`config.mk`:
```
export PLATFORM = sky130hd
export DESIGN_NAME = port_io
export DESIGN_NICKNAME = d
export VERILOG_FILES = /design/src/rtl/port_pkg.sv /design/src/rtl/port_io.sv /design/src/rtl/pin_sync.sv
export SDC_FILE = /design/constraint.sdc
export NUM_CORES = 1
export LEC_CHECK = 0
export ABC_CLOCK_PERIOD_IN_PS = 3970
export BUFFER_PORTS_ARGS = -buffer_cell sky130_fd_sc_hd__buf_2
export CAP_MARGIN = 30
export CORE_UTILIZATION = 54
export CTS_CLUSTER_DIAMETER = 120
export DETAILED_ROUTE_END_ITERATION = 7
export GPL_ROUTABILITY_DRIVEN = 0
export GPL_TIMING_DRIVEN = 0
export PLACE_DENSITY = 0.8
export SETUP_SLACK_MARGIN = 0.3
export SYNTH_ARGS = -nofsm -noshare
export SYNTH_HDL_FRONTEND = slang
export SYNTH_HIERARCHICAL = 1
export SYNTH_SLANG_ARGS = --single-unit
```
`constraint.sdc`:
```
create_clock -name hclk -period 3.97 [get_ports hclk]
set_input_delay 0.9925 -clock hclk [delete_from_list [all_inputs] [get_ports hclk]]
set_output_delay 0.9925 -clock hclk [all_outputs]
set_load 0.01 [all_outputs]
```
`src/rtl/port_pkg.sv`:
```
// package of constants and types for the 8-bit port data/direction block
package port_pkg;

    // bus word and port byte
    typedef logic [31:0] word_t;
    typedef logic [7:0] byte_t;

    // port width
    localparam int PORT_W = 8;

    // register indices; byte address is four times the index
    localparam logic [15:0] IDX_PIN_DATA = 16'hF228;
    localparam logic [15:0] IDX_PIN_DIR = 16'hF229;
    localparam logic [15:0] IDX_DRV_LOW = 16'hF22A;
    localparam logic [15:0] IDX_DRV_HIGH = 16'hF22B;
    localparam logic [15:0] IDX_FSEL_LOW = 16'hF22C;
    localparam logic [15:0] IDX_FSEL_HIGH = 16'hF22D;

    // reset values of every register
    localparam byte_t RST_PIN_DATA = 8'h00;
    localparam byte_t RST_PIN_DIR = 8'h00;
    localparam byte_t RST_DRV = 8'h00;
    localparam byte_t RST_FSEL = 8'h00;
    localparam word_t RST_RDATA = 32'h0000_0000;

    // pads after reset: released, no pulls
    localparam byte_t RST_PAD_LEVEL = 8'h00;
    localparam byte_t RST_PAD_OE_N = 8'hFF;
    localparam byte_t RST_PULL = 8'h00;

    // ahb transfer and size codes
    localparam logic [1:0] HTRANS_IDLE = 2'h0;
    localparam logic [1:0] HTRANS_NONSEQ = 2'h2;
    localparam logic [2:0] HSIZE_BYTE = 3'h0;
    localparam logic HRESP_OKAY = 1'b0;

    // synchroniser depth on pin inputs
    localparam int SYNC_STAGES = 2;

    // direction bit meaning
    localparam logic DIR_OUT = 1'b0;
    localparam logic DIR_IN = 1'b1;

    // drive-control pair codes per pin
    typedef enum logic [1:0] {
        DRV_HIZ = 2'h0,
        DRV_PCH_OD = 2'h1,
        DRV_NCH_OD = 2'h2,
        DRV_CMOS = 2'h3
    } drive_code_t;

    // captured address phase of one transfer
    typedef struct packed {
        logic valid;
        logic write;
        logic wide;
        logic [29:0] index;
    } addr_phase_t;

    // per-pin pad control bundle
    typedef struct packed {
        logic level;
        logic oe_n;
        logic pull_up;
        logic pull_down;
    } pad_ctrl_t;

endpackage : port_pkg

```
`src/rtl/port_io.sv`:
```
// 8-bit port data and direction registers behind an ahb-lite slave
// Behaviour
// - output pin drives its data bit when its drive pair selects cmos
// - input pin read returns live level
// - written data value reads back on output pins only
// - bit 0 is low, 1 is high
// - direction bit n: 0 output, 1 input
// - data register byte-wide, resets to zero
// - direction register resets zero, all outputs
// - drive bytes also reachable as 16-bit word
// - drive pair picks pad state per pin
module port_io
(
    input wire logic hclk, // system clock
    input wire logic hresetn, // async reset, active low
    input wire logic hsel, // slave select
    input wire port_pkg::word_t haddr, // byte address
    input wire logic [1:0] htrans, // transfer type
    input wire logic hwrite, // write when high
    input wire logic [2:0] hsize, // transfer size
    input wire port_pkg::word_t hwdata, // write data
    input wire logic hready, // bus ready in
    output logic hreadyout, // slave ready out
    output logic hresp, // response, always okay
    output port_pkg::word_t hrdata, // read data
    input wire port_pkg::byte_t pin_in, // raw pin levels
    output port_pkg::byte_t pin_out, // pad output level
    output port_pkg::byte_t pin_oe_n, // pad drive, low drives
    output port_pkg::byte_t pull_up_en, // pad pull-up enable
    output port_pkg::byte_t pull_down_en // pad pull-down enable
);
    import port_pkg::*;

    // match a word index against a register index
    function automatic logic idx_hit(input logic [29:0] index, input logic [15:0] reg_idx);
        idx_hit = (index == {14'h0000, reg_idx});
    endfunction : idx_hit

    // pad state of one pin from direction, drive pair and data bit
    function automatic pad_ctrl_t pad_decode(
        input logic dir,
        input logic [1:0] code,
        input logic level
    );
        pad_ctrl_t p;
        p = '{level: 1'b0, oe_n: 1'b1, pull_up: 1'b0, pull_down: 1'b0};
        if (dir == DIR_OUT)
        begin
            case (drive_code_t'(code))
                // high-impedance output
                DRV_HIZ:
                begin
                    p.oe_n = 1'b1;
                end
                // p-channel open drain: drives high only
                DRV_PCH_OD:
                begin
                    p.level = 1'b1;
                    p.oe_n = ~level;
                end
                // n-channel open drain: drives low only
                DRV_NCH_OD:
                begin
                    p.level = 1'b0;
                    p.oe_n = level;
                end
                // cmos: drives both levels
                default:
                begin
                    p.level = level;
                    p.oe_n = 1'b0;
                end
            endcase
        end
        else
        begin
            // input: pad released, pulls per code
            p.pull_down = (drive_code_t'(code) == DRV_PCH_OD);
            p.pull_up = (drive_code_t'(code) == DRV_NCH_OD);
        end
        pad_decode = p;
    endfunction : pad_decode

    // next value of one byte register: written byte or held value
    function automatic byte_t byte_next(input logic hit, input byte_t wd, input byte_t cur);
        byte_next = hit ? wd : cur;
    endfunction : byte_next

    // next value of an upper byte: wide write below it, own write, or hold
    function automatic byte_t upper_next(
        input logic wide_hit,
        input logic own_hit,
        input byte_t wd_hi,
        input byte_t wd_lo,
        input byte_t cur
    );
        if (wide_hit)
        begin
            upper_next = wd_hi;
        end
        else if (own_hit)
        begin
            upper_next = wd_lo;
        end
        else
        begin
            upper_next = cur;
        end
    endfunction : upper_next

    // read word with one byte in bits 7:0, upper bits zero
    function automatic word_t byte_word(input byte_t b);
        byte_word = {24'h000000, b};
    endfunction : byte_word

    // read word with a byte pair in bits 15:0, upper bits zero
    function automatic word_t pair_word(input byte_t hi, input byte_t lo);
        pair_word = {16'h0000, hi, lo};
    endfunction : pair_word

    // stored registers
    byte_t data_r; // pin data
    byte_t dir_r; // pin direction
    byte_t drv_low_r; // drive select bit 0 per pin
    byte_t drv_high_r; // drive select bit 1 per pin
    byte_t fsel_low_r; // function select low byte
    byte_t fsel_high_r; // function select high byte
    addr_phase_t aph_r; // pending data phase

    // next values
    byte_t data_nxt;
    byte_t dir_nxt;
    byte_t drv_low_nxt;
    byte_t drv_high_nxt;
    byte_t fsel_low_nxt;
    byte_t fsel_high_nxt;
    addr_phase_t aph_nxt;
    word_t hrdata_nxt;

    // synchronised pin levels
    byte_t pin_sync;

    // pad control per pin
    pad_ctrl_t pad_nxt [PORT_W];
    byte_t pin_out_nxt;
    byte_t pin_oe_n_nxt;
    byte_t pull_up_nxt;
    byte_t pull_down_nxt;

    // input synchroniser for all pins
    // raw pins are asynchronous; nothing here reads them before the second flop
    pin_sync #(
        .WIDTH(PORT_W)
    ) pin_sync_inst (
        .hclk(hclk),
        .hresetn(hresetn),
        .async_in(pin_in),
        .sync_out(pin_sync)
    );

    // address phase is taken when selected, ready and nonseq
    // hready keeps a phase stalled by another slave from being taken twice
    wire take = hsel & hready & (htrans == HTRANS_NONSEQ);
    wire [29:0] a_index = haddr[31:2];

    // capture of the address phase for the write in the data phase
    assign aph_nxt.valid = take & hwrite;
    assign aph_nxt.write = hwrite;
    assign aph_nxt.wide = (hsize != HSIZE_BYTE);
    assign aph_nxt.index = a_index;

    // write decode in the data phase
    wire wr = aph_r.valid;
    wire wr_wide = aph_r.wide;
    wire wr_data = wr & idx_hit(aph_r.index, IDX_PIN_DATA);
    wire wr_dir = wr & idx_hit(aph_r.index, IDX_PIN_DIR);
    wire wr_drv_lo = wr & idx_hit(aph_r.index, IDX_DRV_LOW);
    wire wr_drv_hi = wr & idx_hit(aph_r.index, IDX_DRV_HIGH);
    wire wr_fs_lo = wr & idx_hit(aph_r.index, IDX_FSEL_LOW);
    wire wr_fs_hi = wr & idx_hit(aph_r.index, IDX_FSEL_HIGH);
    wire [7:0] wd_lo = hwdata[7:0];
    wire [7:0] wd_hi = hwdata[15:8];

    // data register keeps every written value
    assign data_nxt = byte_next(wr_data, wd_lo, data_r);

    // direction register
    assign dir_nxt = byte_next(wr_dir, wd_lo, dir_r);

    // low drive byte: byte or word write at the lower index
    assign drv_low_nxt = byte_next(wr_drv_lo, wd_lo, drv_low_r);

    // high drive byte: own index, or bits 15:8 of a wide write below it
    assign drv_high_nxt = upper_next(wr_drv_lo & wr_wide, wr_drv_hi, wd_hi, wd_lo,
        drv_high_r);

    // function select bytes pair the same way
    assign fsel_low_nxt = byte_next(wr_fs_lo, wd_lo, fsel_low_r);
    assign fsel_high_nxt = upper_next(wr_fs_lo & wr_wide, wr_fs_hi, wd_hi, wd_lo, fsel_high_r);

    // read decode from the live address phase
    wire rd = take & ~hwrite;
    wire rd_data = rd & idx_hit(a_index, IDX_PIN_DATA);
    wire rd_dir = rd & idx_hit(a_index, IDX_PIN_DIR);
    wire rd_drv_lo = rd & idx_hit(a_index, IDX_DRV_LOW);
    wire rd_drv_hi = rd & idx_hit(a_index, IDX_DRV_HIGH);
    wire rd_fs_lo = rd & idx_hit(a_index, IDX_FSEL_LOW);
    wire rd_fs_hi = rd & idx_hit(a_index, IDX_FSEL_HIGH);

    // input pins show the pin level, output pins the stored bit
    wire [7:0] data_view = (dir_nxt & pin_sync) | (~dir_nxt & data_nxt);

    // read mux; next values forward a write still in its data phase
    always_comb
    begin
        if (rd_data)
        begin
            hrdata_nxt = byte_word(data_view);
        end
        else if (rd_dir)
        begin
            hrdata_nxt = byte_word(dir_nxt);
        end
        else if (rd_drv_lo)
        begin
            // lower index reads the whole 16-bit drive word
            hrdata_nxt = pair_word(drv_high_nxt, drv_low_nxt);
        end
        else if (rd_drv_hi)
        begin
            hrdata_nxt = byte_word(drv_high_nxt);
        end
        else if (rd_fs_lo)
        begin
            hrdata_nxt = pair_word(fsel_high_nxt, fsel_low_nxt);
        end
        else if (rd_fs_hi)
        begin
            hrdata_nxt = byte_word(fsel_high_nxt);
        end
        else
        begin
            // unmapped address or no read: zero
            hrdata_nxt = RST_RDATA;
        end
    end

    // pad decode for each pin
    always_comb
    begin
        for (int i = 0; i < PORT_W; i++)
        begin
            pad_nxt[i] = pad_decode(dir_nxt[i], {drv_high_nxt[i], drv_low_nxt[i]},
                data_nxt[i]);
            pin_out_nxt[i] = pad_nxt[i].level;
            pin_oe_n_nxt[i] = pad_nxt[i].oe_n;
            pull_up_nxt[i] = pad_nxt[i].pull_up;
            pull_down_nxt[i] = pad_nxt[i].pull_down;
        end
    end

    // data and direction registers
    always_ff @(posedge hclk or negedge hresetn)
    begin
        if (!hresetn)
        begin
            data_r <= RST_PIN_DATA;
            dir_r <= RST_PIN_DIR;
        end
        else
        begin
            data_r <= data_nxt;
            dir_r <= dir_nxt;
        end
    end

    // drive-control byte pair
    always_ff @(posedge hclk or negedge hresetn)
    begin
        if (!hresetn)
        begin
            drv_low_r <= RST_DRV;
            drv_high_r <= RST_DRV;
        end
        else
        begin
            drv_low_r <= drv_low_nxt;
            drv_high_r <= drv_high_nxt;
        end
    end

    // function select byte pair, stored only
    always_ff @(posedge hclk or negedge hresetn)
    begin
        if (!hresetn)
        begin
            fsel_low_r <= RST_FSEL;
            fsel_high_r <= RST_FSEL;
        end
        else
        begin
            fsel_low_r <= fsel_low_nxt;
            fsel_high_r <= fsel_high_nxt;
        end
    end

    // bus side flops: pending phase and answer
    // hrdata falls back to zero when no read is taken, so stale data never lingers
    always_ff @(posedge hclk or negedge hresetn)
    begin
        if (!hresetn)
        begin
            aph_r <= '0;
            hrdata <= RST_RDATA;
            hreadyout <= 1'b1;
            hresp <= HRESP_OKAY;
        end
        else
        begin
            aph_r <= aph_nxt;
            hrdata <= hrdata_nxt;
            // never stalls, always okay
            hreadyout <= 1'b1;
            hresp <= HRESP_OKAY;
        end
    end

    // pad outputs; reset state is high-impedance output
    // built from next values so pads change at the edge where the write lands
    always_ff @(posedge hclk or negedge hresetn)
    begin
        if (!hresetn)
        begin
            pin_out <= RST_PAD_LEVEL;
            pin_oe_n <= RST_PAD_OE_N;
            pull_up_en <= RST_PULL;
            pull_down_en <= RST_PULL;
        end
        else
        begin
            pin_out <= pin_out_nxt;
            pin_oe_n <= pin_oe_n_nxt;
            pull_up_en <= pull_up_nxt;
            pull_down_en <= pull_down_nxt;
        end
    end

endmodule : port_io

```
`src/rtl/pin_sync.sv`:
```
// two-flop synchroniser for the port input pins
module pin_sync
    import port_pkg::*;
#(
    parameter int WIDTH = PORT_W
)
(
    input wire logic hclk, // system clock
    input wire logic hresetn, // async reset, active low
    input wire logic [WIDTH-1:0] async_in, // raw pin levels
    output logic [WIDTH-1:0] sync_out // levels safe to use
);

    // first stage, read only by the second stage
    logic [WIDTH-1:0] meta_r;

    // two flops in series, cleared on reset
    always_ff @(posedge hclk or negedge hresetn)
    begin
        if (!hresetn)
        begin
            meta_r <= '0;
            sync_out <= '0;
        end
        else
        begin
            meta_r <= async_in;
            sync_out <= meta_r;
        end
    end

endmodule : pin_sync

```
==> results of run 1 <==
-- worst reg2reg max path: stages (launching register included) --
cell and delay (ps):
dfrtp_1 350, or4b_1 530, clkbuf_1 180, or4_4 560, nor4_4 620, mux2i_1 420, inv_1 170, a221oi_1 360
a221oi_2 120
-- cell usage in the layout, fill, tap and decap left out, types with 5 or more instances in the layout --
cell         n
or3_1        6
nor4_1       5
clkbuf_16   17
o21ai_0     28
nand3_1     12
o211a_1      5
o32ai_1      7
mux2_2       7
inv_1       33
a2bb2oi_1    5
nand4_1     16
a32oi_1      5
nand2_1     27
buf_2      111
dfrtp_1    136
and3_1       6
a211oi_1     8
o211ai_1     6
mux2i_1     23
nor2_1      16
dfstp_2      8
conb_1      18
a21boi_0     5
and2_1      15
buf_4       19
nor3_1      22
nor4_2       5
clkbuf_1    20
a221oi_1     8
nor4b_1      5
-- how the worst min path moves through the flow --
stage	from	end	slack [ps]	cells past startpoint
2_1_floorplan	pin_sync_inst/meta_r[0]	pin_sync_inst/sync_out[0]	330	0
4_1_cts	pin_sync_inst/meta_r[1]	pin_sync_inst/sync_out[1]	350	0
3_5_place_dp	pin_sync_inst/meta_r[1]	pin_sync_inst/sync_out[1]	330	0
5_1_grt	pin_sync_inst/meta_r[3]	pin_sync_inst/sync_out[3]	350	0
3_3_place_gp	pin_sync_inst/meta_r[1]	pin_sync_inst/sync_out[1]	330	0
6_report	pin_sync_inst/meta_r[1]	pin_sync_inst/sync_out[1]	350	0
-- routing by layer --
layer / up-vias / wire length (um) / GRT usage (%)
li1: 2215 / - / -
met1: 2424 / 6240 / 37.4
met2: 317 / 7650 / 46.6
met3: 50 / 1540 / 5.04
met4: 0 / 472 / 13.0
met5: - / 0 / 0
-- cells by family after synthesis --
kind of cell	share of synthesized area (%)
and+or+nand+nor	16.9
AOI/OAI and AO/OA	12.9
buffers and inverters	5.81
DFF	58.0
muxes	6.17
other	0.121
-- state kept, by name, summed over array words and instances (netlist names) --
register	count
pin_oe_n	8
aph_r	30
pin_sync_inst/sync_out	8
pin_sync_inst/meta_r	8
drv_low_r	8
hrdata	16
drv_high_r	8
pull_down_en	8
dir_r	8
pin_out	8
data_r	8
fsel_low_r	8
pull_up_en	8
fsel_high_r	8
wr	1
wr_wide	1
-- power by group --
part	total (mW)	internal, mW	switching, mW	leakage [nW]
logic	0.171	0.0657	0.105	1.55
clock network	1.57	0.986	0.585	0.280
registers	1.52	1.51	0.0138	1.73
total	3.26	2.56	0.704	3.56
-- final cells by class --
type / instances / area (um2)
sequential: 144 / 3610
fill: 807 / 3360
multi-input combinational: 327 / 2330
timing repair buffer: 114 / 602
clock buffer: 22 / 484
buffer: 41 / 230
tap: 140 / 175
inverter: 35 / 131
clock inverter: 9 / 109
-- stage by stage --
stage,hold WS [ps],cells,cell area [um2],setup WS [ps]
after global routing,352,832,7670,278
after global placement,333,798,7020,65.1
after CTS,347,831,7650,413
after detailed placement,335,800,7060,102
after floorplan,331,547,6290,978
final,346,832,7670,500
==> metrics.md, run 1 <==
| Metric | Value |
|---|---|
| Status | `complete, no violations` |
| FF-to-FF End | `hrdata[7]` |
| Max Fclk | `288 MHz` |
| Longest Clk Path Bufs | `2` |
| Die area | `0.0120 mm2` |
| Initial antenna violation count | `0` |
| Area leader, netlist | `dfrtp_1` |
| Top cell type's share of synthesized area | `between 50% and 60%` |
| Type of the worst min-delay path | `reg2reg` |
| Most frequent cell after synthesis | `dfrtp_1` |
| Netlist cell types | `63` |
| R2R Path Start | `aph_r[4]` |
| Fraction of layout cells with a size suffix above 1 | `30.2%` |
| Worst clock skew | `5.72 ps` |
| Initial Util | `between 50 and 60%` |
| Drt via density | `6.02` |
| Avg WL per Cell | `19.1 um` |
| Residual DRC | `0` |
| Sequential area share after synthesis | `58.0%` |
| Worst R2R Setup Slack | `about 500 ps` |
| R2R cell count | `8` |
| Yosys reg bits | `144` |
| Crit path to | `hrdata[7]` |
| Synth area leaders | `dfrtp_1 (55%), mux2i_1 (3.7%), dfstp_2 (3.4%)` |
| Yosys warnings | `6` |
| CTS tree | `built` |
| Tot Pwr | `3.26 mW` |
| Fin. Hold Viols | `0` |
| Critical Path Source Type | `flip-flop` |
| # nets final | `762` |
| Leakage | `3.56 nW` |
| Top Family by Delay on Critical Path | `simple AND/OR/NAND/NOR gates` |
| H-tree depth | `4` |
| Post-synth EDFFs | `0` |
| Iter 0 DRT Violations | `466` |
| Vias in the first global route | `4,993` |
| First drt pass iteration count | `6` |
| Final core utilization | `69.6%` |
| IO buf count | `111` |
| CP Launch Point | `aph_r[4]` |
| Crit end category | `flip-flop` |
| CORE AREA | `approximately 0.011 mm2` |
| Clock Tree Root | `clkbuf_16` |
| Setup total negative slack | `0 ps` |
| Area Overhead vs Synth | `23.3%` |
| Worst-path cell chain | `or4b_1, clkbuf_1, or4_4, nor4_4, mux2i_1, inv_1, a221oi_1, a221oi_2` |
| Resized cells post-CTS | `0` |
| WP buf/inv | `2` |
| Stages on worst setup path | `8` |
| Chip height | `109 um` |
| Netlist Area Pre-Place | `0.00623 mm2` |
| Total gr overflow | `0` |
| Antenna Cells | `0` |
| Tmin final | `between 3000 and 4000 ps` |
| Average size of a mapped cell | `11.7 um2` |
| Most frequently used flop master after synthesis | `dfrtp_1` |
| Maxcap violations | `0` |
| Commonest cells post-synth | `dfrtp_1 (136), inv_1 (33), o21ai_0 (28)` |
| Antenna-violating nets left | `0` |
| Top Ports | `around 150` |
| Async set-reset flop share out of synthesis | `100%` |
| CTS clk-pin slew, worst paths | `60 ps` |
| RSZ-0062 raised after global routing | `yes` |
| # setup viols final | `0` |
| Detailed Route WL | `15,900 um` |
| WP data required | `4240 ps` |
| Syn Inst Count | `531` |
| Worst Tran Pin Value | `roughly 1000 ps` |
| Worst vdd ir | `0.282 mV` |
| Site row count | `38` |
| Final Max Slew Viols | `0` |
| CP Max Fanout | `6` |
| Die width | `around 110 um` |
| Total track usage | `28.5%` |
| Via count | `5,006` |
| Worst-Skew Late Latency | `410 ps` |
| Largest net degree at the start of global routing | `slightly above 100` |
| Slew HR | `29.6%` |
| First-pass GRT wire length | `25,000 um` |
| Hold buffer count at cts | `0` |
| CTS Sinks | `144` |
| Crit Path Category | `reg2reg` |
| Max incr delay on CP | `~620 ps` |
| Num CTS Buffers | `17` |
| Detailed Place HPWL | `10,800 um` |
| Power Density | `between 400 and 500 mW/mm2` |
| Slowest cell on crit path | `nor4_4` |
| Setup repair bufs after CTS | `0` |
| Worst path arrival time | `~3700 ps` |
| Fin crit share | `87.4%` |
Note: power is estimated with default switching activity, not from simulation.
==> run 2: changes to the inputs <==
--- a/config.mk
+++ b/config.mk
@@ -13,7 +13,7 @@
 export DETAILED_ROUTE_END_ITERATION = 7
 export GPL_ROUTABILITY_DRIVEN = 0
 export GPL_TIMING_DRIVEN = 0
-export PLACE_DENSITY = 0.8
+export PLACE_DENSITY = 0.78
 export SETUP_SLACK_MARGIN = 0.3
 export SYNTH_ARGS = -nofsm -noshare
 export SYNTH_HDL_FRONTEND = slang
==> run 2 against run 1 <==
Power grew 1.9%. Global-route usage increased by 1.3 points. Core utilization grew 0.16 points. Combinational power about the same. Sequential share of layout area shrank 0.11 points. Via count increased by 0.40%. Highest routed layer unchanged.
==> metrics.md, run 2 (same netlist as run 1, synthesis figures left out) <==
| Metric | Value |
|---|---|
| Crit Path Category | `reg2reg` |
| Slew HR | `a little under a third` |
| Max reg flops | `30` |
| Resized cells post-CTS | `0` |
| # setup viols final | `0` |
| Largest net degree at the start of global routing | `84` |
| Avg WL per Cell | `19.3 um` |
| Max incr delay on CP | `610 ps` |
| Maxcap violations | `0` |
| Hold buffer count at cts | `0` |
| Detailed Place HPWL | `10,700 um` |
| IO buf count | `111` |
| Final Max Slew Viols | `0` |
| Type of the worst min-delay path | `reg2reg` |
| Top Family by Delay on Critical Path | `simple AND/OR/NAND/NOR gates` |
| CTS Sinks | `144` |
| Critical Path Source Type | `flip-flop` |
| Num CTS Buffers | `17` |
| Total track usage | `29.8%` |
| Tmin final | `3490 ps` |
| Slowest cell on crit path | `nor4_4` |
| First-pass GRT wire length | `26,000 um` |
| Iter 0 DRT Violations | `472` |
| Most common cell after layout, fill and taps aside | `dfrtp_1` |
| Worst vdd ir | `a little under 0.3 mV` |
| Setup total negative slack | `0 ps` |
| Met3 Use GR | `7.82%` |
| Via count | `5,026` |
| Total gr overflow | `0` |
| Power Density | `432 mW/mm2` |
| Place WS | `approximately 6.7 ps` |
| Largest regs | `aph_r: 30 flops, hrdata: 16 flops` |
| Biggest register | `aph_r` |
| Fin crit share | `87.8%` |
| Worst Tran Pin Value | `1030 ps` |
| H-tree depth | `4` |
| CTS clk-pin slew, worst paths | `60 ps` |
| CP Max Fanout | `6` |
| Fin. Hold Viols | `0` |
| Setup WS post-layout | `around 480 ps` |
| Drt via density | `6.03` |
| RSZ-0062 raised after global routing | `no` |
| Vias in the first global route | `5,136` |
| GR peak layer | `met2` |
| R2R cell count | `8` |
| Site row count | `38` |
| Chip height | `109 um` |
| Worst R2R Setup Slack | `480 ps` |
| Setup repair bufs after CTS | `0` |
| Die area | `approximately 0.012 mm2` |
| Die width | `109 um` |
| Residual DRC | `0` |
| GRT met2 Usage | `45.7%` |
| Initial Util | `56.4%` |
| Detailed Route WL | `16,100 um` |
| Worst clock skew | `around 8.6 ps` |
| Worst-path cell chain | `or4b_1, buf_2, or4_4, nor4_4, mux2i_1, inv_1, a221oi_1, a221oi_2` |
| Leakage | `3.57 nW` |
| Crit end category | `flip-flop` |
| Top Ports | `148` |
| CORE AREA | `0.0110 mm2` |
| Met1 Resource Use GR | `38.9%` |
| First drt pass iteration count | `5` |
| Area Overhead vs Synth | `23.6%` |
| Stages on worst setup path | `8` |
| Clock Tree Root | `clkbuf_16` |
| Status | `complete, no violations` |
| Worst path arrival time | `3770 ps` |
| CTS tree | `built` |
| Worst-Skew Late Latency | `420 ps` |
| Most frequent cells in the layout | `dfrtp_1 (136), buf_2 (113), inv_1 (33)` |
| Antenna-violating nets left | `0` |
| Max Fclk | `about 290 MHz` |
| Initial antenna violation count | `0` |
| Antenna Cells | `0` |
| WP buf/inv | `2` |
| Hold Crit Depth | `0` |
| Longest Clk Path Bufs | `2` |
| # nets final | `763` |
| Fraction of layout cells with a size suffix above 1 | `30.7%` |
| WP data required | `4250 ps` |
==> run 2: cell type report <==
cell class | count | area, um2
timing repair buffer | 115 | 607
clock inverter | 15 | 184
tap | 140 | 175
clock buffer | 17 | 425
inverter | 35 | 131
multi-input combinational | 327 | 2320
fill | 813 | 3340
sequential | 144 | 3610
buffer | 41 | 233
==> run 2: power by group <==
part | total, mW | switching [mW] | internal [mW]
sequential | 1.52 | 0.0139 | 1.50
clock | 1.63 | 0.639 | 0.993
combinational | 0.172 | 0.106 | 0.0657
total | 3.32 | 0.759 | 2.56
==> run 2: metrics by stage <==
step | utilization, % | total power [mW] | hold slack [ps] | instance area (um2) | std cells
after global placement | 63.6 | 1.70 | 332 | 7020 | 798
after floorplan | - | 1.61 | 331 | 6290 | 547
final | 69.7 | 3.32 | 348 | 7690 | 834
after global routing | 69.7 | 3.43 | 353 | 7690 | 834
after detailed placement | 64.0 | 1.71 | 336 | 7060 | 800
after CTS | 69.5 | 3.34 | 350 | 7670 | 832
==> run 2: worst paths after layout <==
check | endpoint | start
worst max-delay path | hrdata[7] | aph_r[8]
worst max register to register | hrdata[7] | aph_r[8]
worst min-delay path | pin_sync_inst/sync_out[3] | pin_sync_inst/meta_r[3]
max in group asynchronous | pin_oe_n[3] | hresetn
min in group asynchronous | pull_up_en[5] | hresetn
worst min register to register | pin_sync_inst/sync_out[3] | pin_sync_inst/meta_r[3]
==> run 2: worst reg2reg max path, stage by stage, from the launching register on <==
cell	delay, ps
dfrtp_1	360
or4b_1	530
buf_2	180
or4_4	570
nor4_4	610
mux2i_1	460
inv_1	190
a221oi_1	360
a221oi_2	100
==> run 2: routing by layer <==
layer / share of wire (%) / up-vias
met2: 47 / 321
met4: 4.1 / 0
met3: 9.2 / 68
met5: 0 / -
li1: - / 2213
met1: 40 / 2424
==> run 3: changes to the inputs <==
--- a/config.mk
+++ b/config.mk
@@ -5,6 +5,7 @@
 export SDC_FILE = /design/constraint.sdc
 export NUM_CORES = 1
 export LEC_CHECK = 0
+export ABC_AREA = 1
 export ABC_CLOCK_PERIOD_IN_PS = 3970
 export BUFFER_PORTS_ARGS = -buffer_cell sky130_fd_sc_hd__buf_2
 export CAP_MARGIN = 30
==> run 3 against run 2 <==
Clock-buffer cell count rose by 5. Critical path depth is 4 higher. Setup slack better by 510 ps. Synthesized area grew 0.18%. Worst hold slack got worse by 1.5 ps. Via count down 1.1%. Combinational power shrank 20%. Core utilization grew 0.15 points. Sequential share of layout area shrank 0.099 points. Largest cell class unchanged.
==> metrics.md, run 3 <==
| Metric | Value |
|---|---|
| Status | `complete, no violations` |
| Max reg flops | `30` |
| Top Ports | `approximately 150` |
| Crit end category | `flip-flop` |
| Fillers | `833` |
| Maxcap violations | `0` |
| CP Max Fanout | `9` |
| Worst vdd ir | `0.394 mV` |
| Syn Inst Count | `670` |
| Chip height | `109 um` |
| Clk network pwr share | `51.0%` |
| Slew HR | `30.3%` |
| Total track usage | `27.2%` |
| Die area | `0.0120 mm2` |
| Setup total negative slack | `0 ps` |
| Area Overhead vs Synth | `23.6%` |
| CTS tree | `built` |
| Leakage | `4.21 nW` |
| Fin crit share | `75.0%` |
| Most frequently used flop master after synthesis | `dfrtp_1` |
| Worst R2R Setup Slack | `1730 ps` |
| Average size of a mapped cell | `9.31 um2` |
| IO buf count | `approximately 110` |
| Residual DRC | `0` |
| Area leader, netlist | `dfrtp_1` |
| Wl on met1 | `5880 um` |
| Multi-input combinational cell area | `0.00206 mm2` |
| Netlist cell types | `38` |
| CTS Sinks | `roughly 140` |
| Yosys reg bits | `144` |
| Detailed Place HPWL | `9750 um` |
| Post-synth EDFFs | `0` |
| Synth area leaders | `dfrtp_1 (55%), nand2_1 (8.9%), inv_1 (5.7%)` |
| Initial antenna violation count | `0` |
| Max Fclk | `336 MHz` |
| # setup viols final | `0` |
| Fraction of layout cells with a size suffix above 1 | `~29%` |
| Top cell type's share of synthesized area | `54.6%` |
| Worst Tran Pin Value | `1040 ps` |
| Internal power | `2.66 mW` |
| Final Max Slew Viols | `0` |
| Most common cell after layout, fill and taps aside | `nand2_1` |
| First-pass GRT wire length | `between 20,000 and 25,000 um` |
| Total gr overflow | `0` |
| Longest Clk Path Bufs | `2` |
| Initial Util | `56.5%` |
| RSZ-0062 raised after global routing | `no` |
| Max layer used | `met4` |
| Hold buffer count at cts | `0` |
| Detailed Route WL | `14,700 um` |
| Largest regs | `aph_r: 30 flops, hrdata: 16 flops` |
| Share of power burned in registers | `about 45%` |
| CTS clk-pin slew, worst paths | `~60 ps` |
| Antenna-violating nets left | `0` |
| Worst path arrival time | `approximately 3300 ps` |
| Biggest register | `aph_r` |
| Setup repair bufs after CTS | `0` |
| Met3 WL post-DR | `943 um` |
| Crit Path Category | `in2reg` |
| Sequential area share after synthesis | `57.9%` |
| Tot Pwr | `3.36 mW` |
| Async set-reset flop share out of synthesis | `100%` |
| Drt via density | `5.12` |
| Net Sw Power | `about 0.70 mW` |
| Antenna Cells | `0` |
| Iter 0 DRT Violations | `321` |
| Via count | `between 4k and 5k` |
| Critical Path Source Type | `input port` |
| Fin. Hold Viols | `0` |
| Num CTS Buffers | `17` |
| Register area | `0.00361 mm2` |
| Yosys warnings | `6` |
| Tmin final | `2980 ps` |
| Avg WL per Cell | `15.1 um` |
| Largest net degree at the start of global routing | `87` |
| H-tree depth | `4` |
| Resized cells post-CTS | `0` |
| Worst-Skew Late Latency | `430 ps` |
| Switching share of power | `20.8%` |
| Hold WS | `347 ps` |
| Clock Tree Root | `clkbuf_16` |
| Worst clock skew | `6.45 ps` |
| Most frequent cell after synthesis | `nand2_1` |
| Type of the worst min-delay path | `reg2reg` |
| Met2 WL post-DR | `7210 um` |
| Most frequent cells in the layout | `nand2_1 (148), dfrtp_1 (136), buf_2 (112)` |
| Commonest cells post-synth | `nand2_1 (148), dfrtp_1 (136), inv_1 (94)` |
| WP data required | `4280 ps` |
| Site row count | `38` |
| Vias in the first global route | `a little over 5k` |
| Netlist Area Pre-Place | `0.00624 mm2` |
| CORE AREA | `0.0110 mm2` |
| Combinational power share | `slightly above 4%` |
| # nets final | `900` |
| First drt pass iteration count | `5` |
| Die width | `109 um` |
| Power Density | `435 mW/mm2` |
-- run 3: cell count changes in the layout (fill, tap and decap cells not counted), moves of 11 or more --
cell	before	now
mux2i_1	23	0
nand4_1	16	5
o21ai_1	0	11
inv_1	33	94
nor2_1	16	49
o21ai_2	0	18
nand3_1	12	56
and2_1	15	1
nand2_1	27	148
clkbuf_1	17	2
a21oi_1	3	22
-- run 3: path summary, 6_finish.rpt --
path | from | depth (start not counted) | to
setup / recovery | haddr[7] | 12 | hrdata[1]
hold / removal | pin_sync_inst/meta_r[2] | 0 | pin_sync_inst/sync_out[2]
setup reg to reg | aph_r[8] | 12 | hrdata[0]
hold reg to reg | pin_sync_inst/meta_r[2] | 0 | pin_sync_inst/sync_out[2]
max in group asynchronous | hresetn | 2 | pin_oe_n[0]
min in group asynchronous | hresetn | 1 | fsel_high_r[6]
-- run 3: worst max-delay path, cell delays in order --
cell and delay, ps:
buf_2 80, inv_1 40, nor2_1 140, nand2_1 80, nor3_1 260, inv_1 70
nor2_1 140, nand2_1 160, nor2_1 820, o21ai_1 200, a21oi_1 210, a21oi_1 70
-- run 3: metal layers --
metal	track usage, %	up-vias
met5	0	-
met3	6.16	64
met4	18.4	0
met2	43.9	185
met1	32.6	2354
li1	-	2369
-- run 3: layout make-up --
| type | instances | area share [%] |
|---|---|---|
| sequential | 144 | 46.9 |
| multi-input combinational | 409 | 26.7 |
| timing repair buffer | 113 | 7.71 |
| clock buffer | 22 | 6.28 |
| inverter | 106 | 5.29 |
| buffer | 27 | 2.79 |
| tap | 140 | 2.27 |
| clock inverter | 10 | 2.05 |
-- run 3: power by group through the flow --
| stage | registers (mW) | logic [mW] | clock network, mW |
|---|---|---|---|
| final | 1.51 | 0.137 | 1.71 |
| after global routing | 1.51 | 0.157 | 1.78 |
| after CTS | 1.51 | 0.139 | 1.74 |
| after detailed placement | 1.53 | 0.137 | 0 |
| after global placement | 1.53 | 0.129 | 0 |
| after floorplan | 1.53 | 0.0560 | 0 |
-- run 3: metrics by stage --
step / util, % / cell area (um2) / std cells / setup slack (ps)
after floorplan: - / 6300 / 686 / 1610
after global placement: 63.7 / 7030 / 937 / 44.8
after detailed placement: 64.1 / 7070 / 939 / 703
after CTS: 69.9 / 7710 / 971 / 1020
after global routing: 69.9 / 7710 / 971 / 778
final: 69.9 / 7710 / 971 / 992
-- run 3: logic make-up after synthesis --
logic type             Yosys count  share of synthesized area (%)
DFF                            144                           57.9
AOI/OAI and AO/OA               89                           9.51
other                            2                          0.120
buffers and inverters          133                           9.99
and+or+nand+nor                302                           22.4
